--- config.mk ---
export PLATFORM = sky130hd
export DESIGN_NAME = tcm_top
export DESIGN_NICKNAME = d
export VERILOG_FILES = /design/src/core/tcm_pkg.sv /design/src/core/tcm_top.sv
export SDC_FILE = /design/constraint.sdc
export NUM_CORES = 1
export LEC_CHECK = 0
export BUFFER_PORTS_ARGS = -buffer_cell sky130_fd_sc_hd__buf_2
export CAP_MARGIN = 20
export CELL_PAD_IN_SITES_DETAIL_PLACEMENT = 0
export CELL_PAD_IN_SITES_GLOBAL_PLACEMENT = 1
export CORE_ASPECT_RATIO = 0.5
export CORE_MARGIN = 2
export CORE_UTILIZATION = 39
export CTS_CLUSTER_SIZE = 20
export DETAILED_ROUTE_END_ITERATION = 8
export MAX_ROUTING_LAYER = met4
export PLACE_DENSITY_LB_ADDON = 0.1
export SLEW_MARGIN = 20
export SYNTH_ARGS = -nofsm -noshare
export SYNTH_HDL_FRONTEND = slang
export SYNTH_SLANG_ARGS = --single-unit
--- constraint.sdc ---
create_clock -name pclk -period 1.95 [get_ports pclk]
set_input_delay 0.195 -clock pclk [delete_from_list [all_inputs] [get_ports pclk]]
set_output_delay 0.195 -clock pclk [all_outputs]
set_load 0.02 [all_outputs]
--- src/core/tcm_pkg.sv ---
/*
  Package of the timer compare match unit: register offsets, field positions,
  reset values, compare mode codes, action states and the carrier structs.
  Assumes a byte-addressed APB bus with 32-bit data, one register per word.
*/
package tcm_pkg;

  // Register byte offsets
  localparam logic [7:0] OFF_COMPARE_CONTROL    = 8'h00;
  localparam logic [7:0] OFF_COMPARE_VALUE_LOW  = 8'h04;
  localparam logic [7:0] OFF_COMPARE_VALUE_HIGH = 8'h08;
  localparam logic [7:0] OFF_ALT_PIN_SELECT     = 8'h0C;
  localparam logic [7:0] OFF_IRQ_ENABLE         = 8'h10;
  localparam logic [7:0] OFF_IRQ_FLAGS          = 8'h14;
  localparam logic [7:0] OFF_TIMER_COUNT_LOW    = 8'h18;
  localparam logic [7:0] OFF_TIMER_COUNT_HIGH   = 8'h1C;

  // Reset values
  localparam logic [7:0] RST_COMPARE_CONTROL = 8'h00;
  localparam logic [7:0] RST_COMPARE_VALUE   = 8'h00;
  localparam logic [7:0] RST_ALT_PIN_SELECT  = 8'h00;
  localparam logic [7:0] RST_IRQ_ENABLE      = 8'h00;
  localparam logic [7:0] RST_IRQ_FLAGS       = 8'h00;

  // Field positions
  localparam int unsigned MODE_LSB      = 0;
  localparam int unsigned MODE_MSB      = 3;
  localparam int unsigned CMP_FLAG_BIT  = 2;
  localparam int unsigned OVF_FLAG_BIT  = 0;
  localparam int unsigned ROUTE_BIT     = 0;

  // Compare mode field codes
  localparam logic [3:0] MODE_TOGGLE = 4'h2;
  localparam logic [3:0] MODE_SET    = 4'h8;
  localparam logic [3:0] MODE_CLEAR  = 4'h9;
  localparam logic [3:0] MODE_SWINT  = 4'hA;
  localparam logic [3:0] MODE_SEV    = 4'hB;

  // Action selected by the mode field
  typedef enum logic [5:0] {
    ACT_NONE   = 6'b000001,
    ACT_SET    = 6'b000010,
    ACT_CLEAR  = 6'b000100,
    ACT_TOGGLE = 6'b001000,
    ACT_SWINT  = 6'b010000,
    ACT_SEV    = 6'b100000
  } tcm_action_t;

  // Signals from the sixteen_bit_timer
  typedef struct packed {
    logic [15:0] count;
    logic        tick;
    logic        overflow;
  } tcm_timer_t;

  // Signals to the timer and the ADC start logic
  typedef struct packed {
    logic trigger;
    logic timer_reset;
    logic adc_start;
  } tcm_event_t;

endpackage

--- src/core/tcm_top.sv ---
/*
  Timer compare match unit: compares a 16-bit value against the timer count,
  drives the match output pin, fires the special event trigger, raises IRQs.
  Assumes the timer, port direction latch and ADC run on pclk as plain logic.
*/
// Local design decisions: the register addresses and register access over APB.
`timescale 1ns/10ps

module tcm_top (
  // Clock and reset
  input  wire logic               pclk,
  input  wire logic               presetn,
  // APB slave
  input  wire logic               psel,
  input  wire logic               penable,
  input  wire logic               pwrite,
  input  wire logic [7:0]         paddr,
  input  wire logic [31:0]        pwdata,
  output logic                    pready,
  output logic [31:0]             prdata,
  output logic                    pslverr,
  // Timer and ADC
  input  wire tcm_pkg::tcm_timer_t timer_in,
  input  wire logic               adc_enabled,
  output tcm_pkg::tcm_event_t     event_out,
  // Pin side
  input  wire logic               pin_direction_bit,
  output logic                    pin_main_out,
  output logic                    pin_main_oe,
  output logic                    pin_alt_out,
  output logic                    pin_alt_oe,
  // Interrupt
  output logic                    irq
);

  ////////////////////////////////////////////////////////////////////////////
  // Declarations
  logic [7:0]          compare_control_reg;
  logic [7:0]          compare_value_low_reg;
  logic [7:0]          compare_value_high_reg;
  logic [7:0]          alternate_pin_select_reg;
  logic [7:0]          peripheral_irq_enable_reg;
  logic [7:0]          peripheral_irq_flags_reg;
  logic [7:0]          peripheral_irq_flags_next;
  logic [31:0]         prdata_reg;
  logic                pslverr_reg;
  logic                out_latch_reg;
  logic                out_latch_next;
  logic                match_prev_reg;
  logic                wr_en;
  logic                rd_setup;
  logic                addr_hit;
  logic                match;
  logic                match_rise;
  logic                pin_owned;
  logic                drive_oe;
  logic [3:0]          compare_mode_field;
  logic [15:0]         compare_value;
  logic [7:0]          rd_mux;
  tcm_pkg::tcm_action_t action;

  ////////////////////////////////////////////////////////////////////////////
  // APB decode
  assign pready   = 1'b1;
  assign wr_en    = psel && penable && pwrite;
  assign rd_setup = psel && !penable;
  assign prdata   = prdata_reg;
  assign pslverr  = pslverr_reg;

  always_comb begin
    addr_hit = 1'b1;
    rd_mux   = 8'h00;
    if (paddr == tcm_pkg::OFF_COMPARE_CONTROL) begin
      rd_mux = compare_control_reg;
    end else if (paddr == tcm_pkg::OFF_COMPARE_VALUE_LOW) begin
      rd_mux = compare_value_low_reg;
    end else if (paddr == tcm_pkg::OFF_COMPARE_VALUE_HIGH) begin
      rd_mux = compare_value_high_reg;
    end else if (paddr == tcm_pkg::OFF_ALT_PIN_SELECT) begin
      rd_mux = alternate_pin_select_reg;
    end else if (paddr == tcm_pkg::OFF_IRQ_ENABLE) begin
      rd_mux = peripheral_irq_enable_reg;
    end else if (paddr == tcm_pkg::OFF_IRQ_FLAGS) begin
      rd_mux = peripheral_irq_flags_reg;
    end else if (paddr == tcm_pkg::OFF_TIMER_COUNT_LOW) begin
      rd_mux = timer_in.count[7:0];
    end else if (paddr == tcm_pkg::OFF_TIMER_COUNT_HIGH) begin
      rd_mux = timer_in.count[15:8];
    end else begin
      addr_hit = 1'b0;
    end
  end

  // Read data and error captured in the setup phase
  always_ff @(posedge pclk or negedge presetn) begin
    if (!presetn) begin
      prdata_reg  <= 32'h0000_0000;
      pslverr_reg <= 1'b0;
    end else if (rd_setup) begin
      prdata_reg  <= pwrite ? 32'h0000_0000 : {24'h00_0000, rd_mux};
      pslverr_reg <= !addr_hit;
    end
  end

  ////////////////////////////////////////////////////////////////////////////
  // Configuration registers
  always_ff @(posedge pclk or negedge presetn) begin
    if (!presetn) begin
      compare_control_reg <= tcm_pkg::RST_COMPARE_CONTROL;
    end else if (wr_en && paddr == tcm_pkg::OFF_COMPARE_CONTROL) begin
      compare_control_reg <= pwdata[7:0];
    end
  end

  always_ff @(posedge pclk or negedge presetn) begin
    if (!presetn) begin
      compare_value_low_reg  <= tcm_pkg::RST_COMPARE_VALUE;
      compare_value_high_reg <= tcm_pkg::RST_COMPARE_VALUE;
    end else if (wr_en && paddr == tcm_pkg::OFF_COMPARE_VALUE_LOW) begin
      compare_value_low_reg <= pwdata[7:0];
    end else if (wr_en && paddr == tcm_pkg::OFF_COMPARE_VALUE_HIGH) begin
      compare_value_high_reg <= pwdata[7:0];
    end
  end

  always_ff @(posedge pclk or negedge presetn) begin
    if (!presetn) begin
      alternate_pin_select_reg <= tcm_pkg::RST_ALT_PIN_SELECT;
    end else if (wr_en && paddr == tcm_pkg::OFF_ALT_PIN_SELECT) begin
      alternate_pin_select_reg <= pwdata[7:0];
    end
  end

  always_ff @(posedge pclk or negedge presetn) begin
    if (!presetn) begin
      peripheral_irq_enable_reg <= tcm_pkg::RST_IRQ_ENABLE;
    end else if (wr_en && paddr == tcm_pkg::OFF_IRQ_ENABLE) begin
      peripheral_irq_enable_reg <= pwdata[7:0];
    end
  end

  ////////////////////////////////////////////////////////////////////////////
  // Match detection and action decode
  assign compare_mode_field = compare_control_reg[tcm_pkg::MODE_MSB:tcm_pkg::MODE_LSB];
  assign compare_value      = {compare_value_high_reg, compare_value_low_reg};
  assign match              = (compare_value == timer_in.count);
  assign match_rise         = match && !match_prev_reg;

  always_ff @(posedge pclk or negedge presetn) begin
    if (!presetn) begin
      match_prev_reg <= 1'b0;
    end else begin
      match_prev_reg <= match;
    end
  end

  always_comb begin
    case (compare_mode_field)
      tcm_pkg::MODE_TOGGLE: action = tcm_pkg::ACT_TOGGLE;
      tcm_pkg::MODE_SET:    action = tcm_pkg::ACT_SET;
      tcm_pkg::MODE_CLEAR:  action = tcm_pkg::ACT_CLEAR;
      tcm_pkg::MODE_SWINT:  action = tcm_pkg::ACT_SWINT;
      tcm_pkg::MODE_SEV:    action = tcm_pkg::ACT_SEV;
      default:              action = tcm_pkg::ACT_NONE;
    endcase
  end

  ////////////////////////////////////////////////////////////////////////////
  // Output latch
  always_comb begin
    out_latch_next = out_latch_reg;
    if (wr_en && paddr == tcm_pkg::OFF_COMPARE_CONTROL && pwdata[7:0] == 8'h00) begin
      out_latch_next = 1'b0;
    end else if (match_rise) begin
      case (action)
        tcm_pkg::ACT_SET:    out_latch_next = 1'b1;
        tcm_pkg::ACT_CLEAR:  out_latch_next = 1'b0;
        tcm_pkg::ACT_TOGGLE: out_latch_next = !out_latch_reg;
        default:             out_latch_next = out_latch_reg;
      endcase
    end
  end

  always_ff @(posedge pclk or negedge presetn) begin
    if (!presetn) begin
      out_latch_reg <= 1'b0;
    end else begin
      out_latch_reg <= out_latch_next;
    end
  end

  ////////////////////////////////////////////////////////////////////////////
  // Pin drive and routing
  assign pin_owned = (action == tcm_pkg::ACT_SET) || (action == tcm_pkg::ACT_CLEAR) ||
                     (action == tcm_pkg::ACT_TOGGLE);
  assign drive_oe  = pin_owned && !pin_direction_bit;
  assign pin_main_out = out_latch_reg;
  assign pin_alt_out  = out_latch_reg;
  assign pin_main_oe  = drive_oe && !alternate_pin_select_reg[tcm_pkg::ROUTE_BIT];
  assign pin_alt_oe   = drive_oe && alternate_pin_select_reg[tcm_pkg::ROUTE_BIT];

  ////////////////////////////////////////////////////////////////////////////
  // Special event trigger
  assign event_out.trigger     = (action == tcm_pkg::ACT_SEV) && match;
  // Match re-checked at the timer edge, so a moved compare value cancels it
  assign event_out.timer_reset = event_out.trigger && timer_in.tick;
  assign event_out.adc_start   = (action == tcm_pkg::ACT_SEV) && match_rise && adc_enabled;

  ////////////////////////////////////////////////////////////////////////////
  // Interrupt flags, write one to clear, set wins
  always_comb begin
    peripheral_irq_flags_next = peripheral_irq_flags_reg;
    if (wr_en && paddr == tcm_pkg::OFF_IRQ_FLAGS) begin
      peripheral_irq_flags_next = peripheral_irq_flags_reg & ~pwdata[7:0];
    end
    if (match_rise && action != tcm_pkg::ACT_NONE) begin
      peripheral_irq_flags_next[tcm_pkg::CMP_FLAG_BIT] = 1'b1;
    end
    if (timer_in.overflow && !event_out.timer_reset) begin
      peripheral_irq_flags_next[tcm_pkg::OVF_FLAG_BIT] = 1'b1;
    end
  end

  always_ff @(posedge pclk or negedge presetn) begin
    if (!presetn) begin
      peripheral_irq_flags_reg <= tcm_pkg::RST_IRQ_FLAGS;
    end else begin
      peripheral_irq_flags_reg <= peripheral_irq_flags_next;
    end
  end

  assign irq = |(peripheral_irq_flags_reg & peripheral_irq_enable_reg);

  ////////////////////////////////////////////////////////////////////////////
  // Assertions
  property p_cmp_flag;
    @(posedge pclk) disable iff (!presetn)
      (match && !match_prev_reg && action != tcm_pkg::ACT_NONE)
      |=> peripheral_irq_flags_reg[tcm_pkg::CMP_FLAG_BIT];
  endproperty
  a_cmp_flag: assert property (p_cmp_flag) else $error("compare flag not set on match");

  property p_sev_immediate;
    @(posedge pclk) disable iff (!presetn)
      (compare_mode_field == tcm_pkg::MODE_SEV && compare_value == timer_in.count) |-> event_out.trigger;
  endproperty
  a_sev_immediate: assert property (p_sev_immediate) else $error("trigger missing in match cycle");

  property p_reset_on_tick;
    @(posedge pclk) disable iff (!presetn)
      event_out.timer_reset |-> (timer_in.tick && compare_mode_field == tcm_pkg::MODE_SEV);
  endproperty
  a_reset_on_tick: assert property (p_reset_on_tick) else $error("timer reset off the timer edge");

  property p_no_reset_unmatched;
    @(posedge pclk) disable iff (!presetn)
      (compare_value != timer_in.count) |-> !event_out.timer_reset;
  endproperty
  a_no_reset_unmatched: assert property (p_no_reset_unmatched) else $error("reset without match");

  property p_ctrl_zero;
    @(posedge pclk) disable iff (!presetn)
      (wr_en && paddr == tcm_pkg::OFF_COMPARE_CONTROL && pwdata[7:0] == 8'h00) |=> !pin_main_out;
  endproperty
  a_ctrl_zero: assert property (p_ctrl_zero) else $error("output latch not cleared");

  property p_swint_no_pin;
    @(posedge pclk) disable iff (!presetn)
      (compare_mode_field == tcm_pkg::MODE_SWINT) |-> (!pin_main_oe && !pin_alt_oe);
  endproperty
  a_swint_no_pin: assert property (p_swint_no_pin) else $error("pin driven in interrupt mode");

  property p_sev_no_pin;
    @(posedge pclk) disable iff (!presetn)
      (compare_mode_field == tcm_pkg::MODE_SEV) |-> (!pin_main_oe && !pin_alt_oe);
  endproperty
  a_sev_no_pin: assert property (p_sev_no_pin) else $error("pin driven in trigger mode");

  property p_toggle_once;
    @(posedge pclk) disable iff (!presetn)
      (match && match_prev_reg && !wr_en) |=> $stable(pin_main_out);
  endproperty
  a_toggle_once: assert property (p_toggle_once) else $error("output changed on held match");

  property p_flag_sticky;
    @(posedge pclk) disable iff (!presetn)
      (peripheral_irq_flags_reg[tcm_pkg::CMP_FLAG_BIT] && !(wr_en && paddr == tcm_pkg::OFF_IRQ_FLAGS))
      |=> peripheral_irq_flags_reg[tcm_pkg::CMP_FLAG_BIT];
  endproperty
  a_flag_sticky: assert property (p_flag_sticky) else $error("compare flag dropped");

  property p_ovf_block;
    @(posedge pclk) disable iff (!presetn)
      (!peripheral_irq_flags_reg[tcm_pkg::OVF_FLAG_BIT] && event_out.timer_reset)
      |=> !peripheral_irq_flags_reg[tcm_pkg::OVF_FLAG_BIT];
  endproperty
  a_ovf_block: assert property (p_ovf_block) else $error("trigger reset set overflow flag");

  property p_adc_start;
    @(posedge pclk) disable iff (!presetn)
      event_out.adc_start |-> (adc_enabled && event_out.trigger);
  endproperty
  a_adc_start: assert property (p_adc_start) else $error("ADC start without trigger");

  property p_toggle_acts;
    @(posedge pclk) disable iff (!presetn)
      (match_rise && action == tcm_pkg::ACT_TOGGLE && !wr_en) |=> (pin_main_out != $past(pin_main_out));
  endproperty
  a_toggle_acts: assert property (p_toggle_acts) else $error("toggle did not act");

  property p_set_acts;
    @(posedge pclk) disable iff (!presetn)
      (match_rise && action == tcm_pkg::ACT_SET && !wr_en) |=> pin_main_out;
  endproperty
  a_set_acts: assert property (p_set_acts) else $error("set did not act");

  property p_clear_acts;
    @(posedge pclk) disable iff (!presetn)
      (match_rise && action == tcm_pkg::ACT_CLEAR) |=> !pin_main_out;
  endproperty
  a_clear_acts: assert property (p_clear_acts) else $error("clear did not act");

  property p_flag_needs_match;
    @(posedge pclk) disable iff (!presetn)
      (!peripheral_irq_flags_reg[tcm_pkg::CMP_FLAG_BIT] && !(match_rise && action != tcm_pkg::ACT_NONE))
      |=> !peripheral_irq_flags_reg[tcm_pkg::CMP_FLAG_BIT];
  endproperty
  a_flag_needs_match: assert property (p_flag_needs_match) else $error("compare flag set without match");

  property p_latch_hold;
    @(posedge pclk) disable iff (!presetn)
      ((action == tcm_pkg::ACT_SWINT || action == tcm_pkg::ACT_SEV) && !wr_en) |=> $stable(pin_main_out);
  endproperty
  a_latch_hold: assert property (p_latch_hold) else $error("latch moved without pin control");

  property p_sev_adc;
    @(posedge pclk) disable iff (!presetn)
      (match_rise && action == tcm_pkg::ACT_SEV && adc_enabled) |-> event_out.adc_start;
  endproperty
  a_sev_adc: assert property (p_sev_adc) else $error("ADC start missing on trigger");

  property p_adc_once;
    @(posedge pclk) disable iff (!presetn)
      event_out.adc_start |=> !event_out.adc_start;
  endproperty
  a_adc_once: assert property (p_adc_once) else $error("ADC start repeated");

  property p_route_main;
    @(posedge pclk) disable iff (!presetn)
      alternate_pin_select_reg[tcm_pkg::ROUTE_BIT] |-> !pin_main_oe;
  endproperty
  a_route_main: assert property (p_route_main) else $error("main pin driven while routed away");

  property p_route_alt;
    @(posedge pclk) disable iff (!presetn)
      !alternate_pin_select_reg[tcm_pkg::ROUTE_BIT] |-> !pin_alt_oe;
  endproperty
  a_route_alt: assert property (p_route_alt) else $error("alt pin driven while not routed");

endmodule

==> impl_metrics.toml, run 1 <==
[power_and_ir_drop]
p_leak_uw = 0.00207
power-per-cell-area_nw_per_um2 = 713
irDropWorstVdd_v = 0.000426
totalPowerFinal_uw = 2990

[setup_path]
path_max_fanout = 2
critPathRequiredTime_ns = 1.75
crit_start = "compare_value_low_reg[3]"
setup.worst_path.class = "reg -> out"
regToRegSetupSlack_ns = 0.03
r2r_end = "pin_alt_out"
r2r-start = "compare_value_low_reg[3]"
arrival_ns = 2.02
ff2ff_path_depth = 7
crit_path_start_kind = "flip-flop"
crit_path_end_kind = "output port"

[sta]
finalCritPeriodShare = 1.14
hold_viol = 0
rsz0062_at_grt = "yes"
whs_ns = 0.103
drv_slew = 0
fin_crit_ns = 2.22
fin_ws_ns = -0.265
skew_ns = 0.00493
fmax_mhz = 451
setup-violations-final = 3

[floorplanning]
ios = 107
initial_utilization = 0.413
core-area_um2 = 8200
die_h_um = 69.9
rows = 23
die_w_um = 136
die_area_um2 = 9480

[yosys]
synth_edf_count = 0
synth_cells = 315
ys.flop_type = "dfrtp_1"
syn_area_per_cell_um2 = 10.7
yosysTopAreaCellShare = 0.436
syn_area_um2 = 3380
yosys_warnings = 0
synth_area_leader_cell = "dfrtp_1"
synth-seq-cells = 59
yosys-top-cells-area = "dfrtp_1 (44%), mux2_2 (12%), buf_4 (5.8%)"
seq_area_frac_synth = 0.436
synth_cell_type_count = 44
async_flop_share = 1.00

[placed_design]
gp_congestion = 0.861
placed_cells = 496
hpwlAfterDp_mm = 7.12
port_buffers = 57
dpl_cell_area_um2 = 3860
place_ws_ns = -0.162

[final_layout]
drive_above_1_share = 0.391
fillerInstances = 741
fin_nets = 463
areaGrowthSynthToFinish_pct = 23.8
layoutNonFillerInstCount = 514
mostFrequentLayoutCells = "dfrtp_1 (59), buf_2 (54), mux2_2 (35), buf_4 (30), conb_1 (25)"
final_common_cell = "dfrtp_1"
diodes = 0
fin_area_um2 = 4190

[route]
firstDrtPassIters = 4
drc = 0
first_iter_violations = 196
viasPerCell = 5.24
avgRoutedWirePerCell_um = 18.7
num_vias = 2693
routed_wl_mm = 9.60
ant_nets = 0

[min_path]
hold_start = "timer_in[0]"
holdPathEnd = "peripheral_irq_flags_reg[0]"
hold_path_class = "in -> reg"
min_path_cells = 3

[clock_network]
cts_tree = "yes"
clockRootBuffer = "clkbuf_16"
clkSlewWorstSetupHoldPaths_ns = 0.05
clock_sinks = 59
cts_buffer_depth = 2
cts_inserted_buffers = 9
cts-htree-levels = 3
clk_latency_ns = 0.33

[global_routing]
antenna_found_initial = 0
grt_pass1_wl_mm = 15.3
overflow = 0
grt_max_degree = 25
gr-usage-all-layers = 0.224
grt_pass1_vias = 2763

[run_status]
status = "complete, but fails checks"
violations = "setup timing"

[run]
cap_violations = 0
stage by stage:
step | utilization | TNS [ns]
floorplan | - | 0
detailed placement | 0.470 | -1.79
global placement | 0.470 | -1.70
global route | 0.511 | -1.15
finish | 0.511 | -0.714
CTS | 0.511 | -0.639
cell usage after synthesis (all sizes together), types with 4 or more instances:
master and instances:
o31ai 8, o21ai 7, nor2 24, mux4 4, or3 4, mux2 43, dfrtp 59, xnor2 16
a22oi 4, mux2i 6, nand2 18, nor3 6, and2 4, nand4 6, a21boi 6, buf 32
a31oi 4, inv 4, nor2b 4, a21oi 14, clkbuf 8, o22ai 8, nor3b 4
critical path, stage by stage (launching register included):
cell	delay [ns]
dfrtp_1	0.39
xnor2_1	0.26
nand4_1	0.23
nor4_2	0.22
buf_4	0.17
nor2b_4	0.14
and3_1	0.17
buf_6	0.12
cells by family after synthesis:
kind of cell	after synthesis	share of synthesized area
simple gates	85	0.135
flops	59	0.436
compound gates	55	0.103
mux	53	0.196
buf+inv	45	0.0851
xor+xnor	16	0.0414
other cells	2	0.00222
repair_timing:
item                       4_1_cts  5_1_grt
setup endpoints to repair        4        4
hold buffers                     1        0
hold endpoints to repair        18        0
pin swaps                        8        0
setup buffers                    2        0
gates resized for setup         11        0
report_power, final:
| part | switching (uW) | total, uW | internal, uW |
|---|---|---|---|
| Sequential | 12.5 | 1250 | 1240 |
| Clock | 518 | 1400 | 878 |
| Combinational | 213 | 336 | 123 |
| Total | 744 | 2990 | 2240 |
layer usage:
layer  track usage  vias up  wire length [um]
li1              -     1251                 -
met1         0.324     1339              4880
met2         0.313       97              4040
met3        0.0610        6               629
met4        0.0486        0                48
met5             -        -                 0
cell type report:
cell class | count | area [um^2] | area share
clock buffers | 12 | 246 | 0.0589
clock inverters | 3 | 15.0 | 0.00359
inverters | 5 | 18.8 | 0.00448
multi-input cells | 234 | 1730 | 0.414
flip-flops and latches | 59 | 1480 | 0.353
well taps | 112 | 140 | 0.0335
repair buffers | 89 | 559 | 0.134
worst max-delay path by stage:
stage	depth (start not counted)	to	slack, ns
after floorplan	5	compare_value_low_reg[0]	0.06
after global placement	7	event_out[0]	-0.18
after detailed placement	6	compare_value_low_reg[1]	-0.16
after CTS	7	event_out[0]	-0.24
after global routing	7	event_out[0]	-0.36
final	7	event_out[0]	-0.27
Note: power is estimated with default switching activity, not from simulation.
==> inputs of run 2 (changes only) <==
RECOVER_POWER = 100   (was unset)
==> impl_metrics.toml, run 2 (same netlist as run 1, synthesis figures left out) <==
[setup_path]
crit_end = "event_out[0]"
setup.worst_path.class = "reg -> out"
r2r-start = "compare_value_low_reg[3]"
path_max_fanout = 2
crit_path_start_kind = "flip-flop"
arrival_ns = 2.01
ff2ff_path_depth = 7
crit_start = "compare_value_low_reg[3]"
crit_path_end_kind = "output port"
r2r_end = "pin_alt_out"
regToRegSetupSlack_ns = 0.04
critPathRequiredTime_ns = 1.75

[power_and_ir_drop]
combPwrFrac = 0.111
irDropWorstVdd_v = 0.000433
p_sw_uw = 742
power-per-cell-area_nw_per_um2 = 727
swShare = 0.249
clkPwrFrac = 0.468
p_leak_uw = 0.00195
power.internal_uw = 2240
sequentialPowerShare = 0.421

[clock_network]
cts-htree-levels = 3
clkSlewWorstSetupHoldPaths_ns = 0.05
cts_buffer_depth = 2
cts_tree = "yes"
clock_sinks = 59
cts_inserted_buffers = 9
clk_latency_ns = 0.33
clockRootBuffer = "clkbuf_16"

[route]
ant_nets = 0
avgRoutedWirePerCell_um = 18.8
drc = 0
first_iter_violations = 206
num_vias = 2704
viasPerCell = 5.26
firstDrtPassIters = 4
routed_wl_mm = 9.66

[final_layout]
fin_nets = 463
mostFrequentLayoutCells = "dfrtp_1 (59), buf_2 (37), mux2_2 (35), clkbuf_1 (26), conb_1 (25)"
drive_above_1_share = 0.318
final_common_cell = "dfrtp_1"
diodes = 0
areaGrowthSynthToFinish_pct = 21.2
layoutNonFillerInstCount = 514

[floorplanning]
die_w_um = 136
die_area_um2 = 9480
rows = 23
ios = 107
core-area_um2 = 8200
die_h_um = 69.9
initial_utilization = 0.413

[global_routing]
gr-usage-all-layers = 0.224
grt_max_degree = 25
grt_pass1_wl_mm = 15.3
grt_pass1_vias = 2763
overflow = 0
antenna_found_initial = 0

[placed_design]
placed_cells = 496
gp_congestion = 0.861
hpwlAfterDp_mm = 7.12
place_ws_ns = -0.162
port_buffers = 57

[sta]
fin_crit_ns = 2.20
setup-violations-final = 4
maxSlewHeadroom = 0.241
rsz0062_at_grt = "yes"
drv_slew = 0
fmax_mhz = 454
fin_ws_ns = -0.252
finalCritPeriodShare = 1.13
skew_ns = 0.00462
worst_pin_slew_ns = 1.14
fin_setup_tns_ns = -0.680
hold_viol = 0

[min_path]
hold_path_class = "in -> reg"
min_path_cells = 3

[run]
cap_violations = 0

[run_status]
status = "complete, but fails checks"
violations = "setup timing"
## run 2: cell count changes in the layout (fill, tap and decap cells not counted), sizes merged
| cell | delta |
|---|---|
| buf | -32 |
| clkbuf | +32 |
## run 2: how the worst min path moves through the flow
stage                           start                          end  slack, ns
final                     timer_in[0]  peripheral_irq_flags_reg[0]       0.10
after global routing      timer_in[0]  peripheral_irq_flags_reg[0]       0.13
after floorplan               presetn  alternate_pin_select_reg[0]      -0.10
after CTS                 timer_in[0]  peripheral_irq_flags_reg[0]        0.1
after detailed placement      presetn       compare_control_reg[3]       0.18
after global placement        presetn       compare_control_reg[3]       0.17
## run 2: layout make-up
class | count | area, um^2
fill | 765 | 4100
multi-input combinational | 234 | 1720
sequential | 59 | 1480
timing repair buffer | 89 | 487
clock buffer | 12 | 246
tap | 112 | 140
inverter | 5 | 18.8
clock inverter | 3 | 15.0
## run 2: metrics by stage
step | total power (uW) | hold slack, ns | utilization | cell area [um^2]
3_3_place_gp | 1600 | 0.166 | 0.470 | 3860
4_1_cts | 3020 | 0.0956 | 0.511 | 4190
2_1_floorplan | 1490 | -0.101 | - | 3470
5_1_grt | 3120 | 0.126 | 0.500 | 4100
6_report | 2980 | 0.104 | 0.500 | 4100
3_5_place_dp | 1600 | 0.180 | 0.470 | 3860
## run 2: power by group through the flow
stage	combinational, uW	clock [uW]	sequential (uW)
after floorplan	216	0	1280
after global placement	327	0	1270
after detailed placement	330	0	1270
after CTS	335	1430	1250
after global routing	364	1500	1260
final	332	1390	1260
## run 2: metal layers
metal / vias to the layer above / routed length (um) / track usage
li1: 1250 / - / -
met1: 1343 / 4910 / 0.324
met2: 104 / 4050 / 0.313
met3: 7 / 635 / 0.0610
met4: 0 / 74 / 0.0486
met5: - / 0 / -
## run 2: critical path, stage by stage, from the launching register on
cell and delay [ns]:
dfrtp_1 0.39, xnor2_1 0.26, nand4_1 0.22, nor4_2 0.21
buf_4 0.17, nor2b_4 0.14, and3_1 0.17, buf_6 0.12
## run 2: timing repair
| action | 4_1_cts | 5_1_grt |
|---|---|---|
| resized for setup | 11 | 0 |
| endpoints found under the setup margin | 4 | 4 |
| pin swaps | 8 | 0 |
| hold buffers | 1 | 0 |
| buffers inserted | 2 | 0 |
| hold endpoints to repair | 18 | 0 |
==> inputs of run 3 (changes only) <==
CELL_PAD_IN_SITES_DETAIL_PLACEMENT = 1   (was 0)
clock period = 2.1 ns   (was 1.95 ns; I/O delays follow)
==> impl_metrics.toml, run 3 (same netlist as run 1, synthesis figures left out) <==
[power_and_ir_drop]
irDropWorstVdd_v = 0.000403
power-per-cell-area_nw_per_um2 = 712
totalPowerFinal_uw = 2930
p_leak_uw = 0.00194

[clock_network]
clock_sinks = 59
clk_latency_ns = 0.33
cts_tree = "yes"
clkSlewWorstSetupHoldPaths_ns = 0.05
cts_buffer_depth = 2
cts-htree-levels = 3
cts_inserted_buffers = 9
clockRootBuffer = "clkbuf_16"

[final_layout]
mostFrequentLayoutCells = "dfrtp_1 (57), buf_2 (38), mux2_2 (35), clkbuf_1 (28), conb_1 (25)"
fin_area_um2 = 4120
areaGrowthSynthToFinish_pct = 21.8
diodes = 0
drive_above_1_share = 0.312
multi_input_area_um2 = 1740
fin_nets = 457
fillerInstances = 940
regArea_um2 = 1480
final_common_cell = "dfrtp_1"

[route]
ant_nets = 0
routed_wl_mm = 10.4
drc = 0
first_iter_violations = 188
avgRoutedWirePerCell_um = 20.4
num_vias = 2712
viasPerCell = 5.33
firstDrtPassIters = 4

[floorplanning]
initial_utilization = 0.413
die_w_um = 136
rows = 23
core-area_um2 = 8200
die_area_um2 = 9480
ios = 107
die_h_um = 69.9

[sta]
fin_crit_ns = 2.27
setup-violations-final = 3
finalCritPeriodShare = 1.08
hold_viol = 0
fin_setup_tns_ns = -0.402
fin_ws_ns = -0.167
skew_ns = 0.00628
maxSlewHeadroom = 0.423
rsz0062_at_grt = "yes"
worst_pin_slew_ns = 0.866
drv_slew = 0
fmax_mhz = 441

[setup_path]
crit_path_start_kind = "flip-flop"
path_max_fanout = 3
ff2ff_path_depth = 6
regToRegSetupSlack_ns = 0.23
critPathRequiredTime_ns = 1.89
r2r-start = "compare_value_low_reg[6]"
setup.worst_path.class = "reg -> out"
crit_path_end_kind = "output port"
arrival_ns = 2.06
r2r_end = "pin_alt_out"

[placed_design]
hpwlAfterDp_mm = 7.45
port_buffers = 57
dpl_cell_area_um2 = 3820
gp_congestion = 0.852

[run_status]
violations = "setup timing"
status = "complete, but fails checks"

[min_path]
hold_start = "timer_in[0]"
min_path_cells = 3
holdPathEnd = "peripheral_irq_flags_reg[0]"
hold_path_class = "in -> reg"

[global_routing]
antenna_found_initial = 0
overflow = 0
grt_max_degree = 34
gr-usage-all-layers = 0.238
grt_pass1_wl_mm = 16.1
grt_pass1_vias = 2780

[run]
cap_violations = 0
run 3: cell count changes in the layout (fill, tap and decap cells not counted), sizes merged:
cell / before / now
buf: 56 / 54
clkbuf: 44 / 42
clkinv: 4 / 2
bufinv: 0 / 1
run 3: how the worst max path moves through the flow:
stage | start | endpoint | cells past startpoint
2_1_floorplan | paddr[7] | compare_value_low_reg[0] | 5
3_3_place_gp | compare_value_high_reg[6] | event_out[0] | 7
3_5_place_dp | compare_value_high_reg[6] | event_out[0] | 7
4_1_cts | compare_value_high_reg[6] | event_out[0] | 7
5_1_grt | compare_value_low_reg[6] | event_out[0] | 7
6_report | compare_value_low_reg[6] | event_out[0] | 7
run 3: layer usage:
metal	vias up	track usage	wire length, um
met5	-	-	0
met4	0	0.0602	102
met3	13	0.0639	762
met2	95	0.350	4680
met1	1373	0.328	4860
li1	1231	-	-
run 3: metrics by stage:
stage | std cells | utilization | setup WS, ns | hold slack, ns
floorplan | 338 | - | 0.193 | -0.0856
global placement | 488 | 0.466 | -0.0717 | 0.277
detailed placement | 488 | 0.466 | -0.0927 | 0.281
CTS | 509 | 0.512 | -0.176 | 0.107
global route | 509 | 0.502 | -0.295 | 0.126
finish | 509 | 0.502 | -0.167 | 0.122
run 3: cell type report:
| class | count | share of cell area |
|---|---|---|
| clock inverters | 2 | 0.00850 |
| clock buffers | 14 | 0.0616 |
| inverters | 5 | 0.00456 |
| multi-input cells | 234 | 0.422 |
| well taps | 112 | 0.0340 |
| flip-flops and latches | 59 | 0.359 |
| repair buffers | 83 | 0.111 |
run 3: timing repair:
item / in CTS / in global routing
endpoints found under the setup margin: 3 / 3
buffers inserted: 4 / 0
resized for setup: 12 / 6
hold endpoints to repair: 26 / 0
hold buffers: 1 / 0
pin swaps: 5 / 1
run 3: power breakdown:
group          internal [uW]  switching [uW]  total [uW]  leakage, uW
Sequential              1150            13.0        1170     0.000812
Combinational            110             202         313     0.000989
Clock                    949             506        1460     0.000141
Total                   2210             722        2930      0.00194
run 3: critical path: stages (launching register included):
cell,delay [ns]
dfrtp_1,0.43
xnor2_2,0.22
nand4_1,0.22
nor4_2,0.25
buf_4,0.17
nor2b_4,0.14
and3_4,0.18
buf_6,0.11
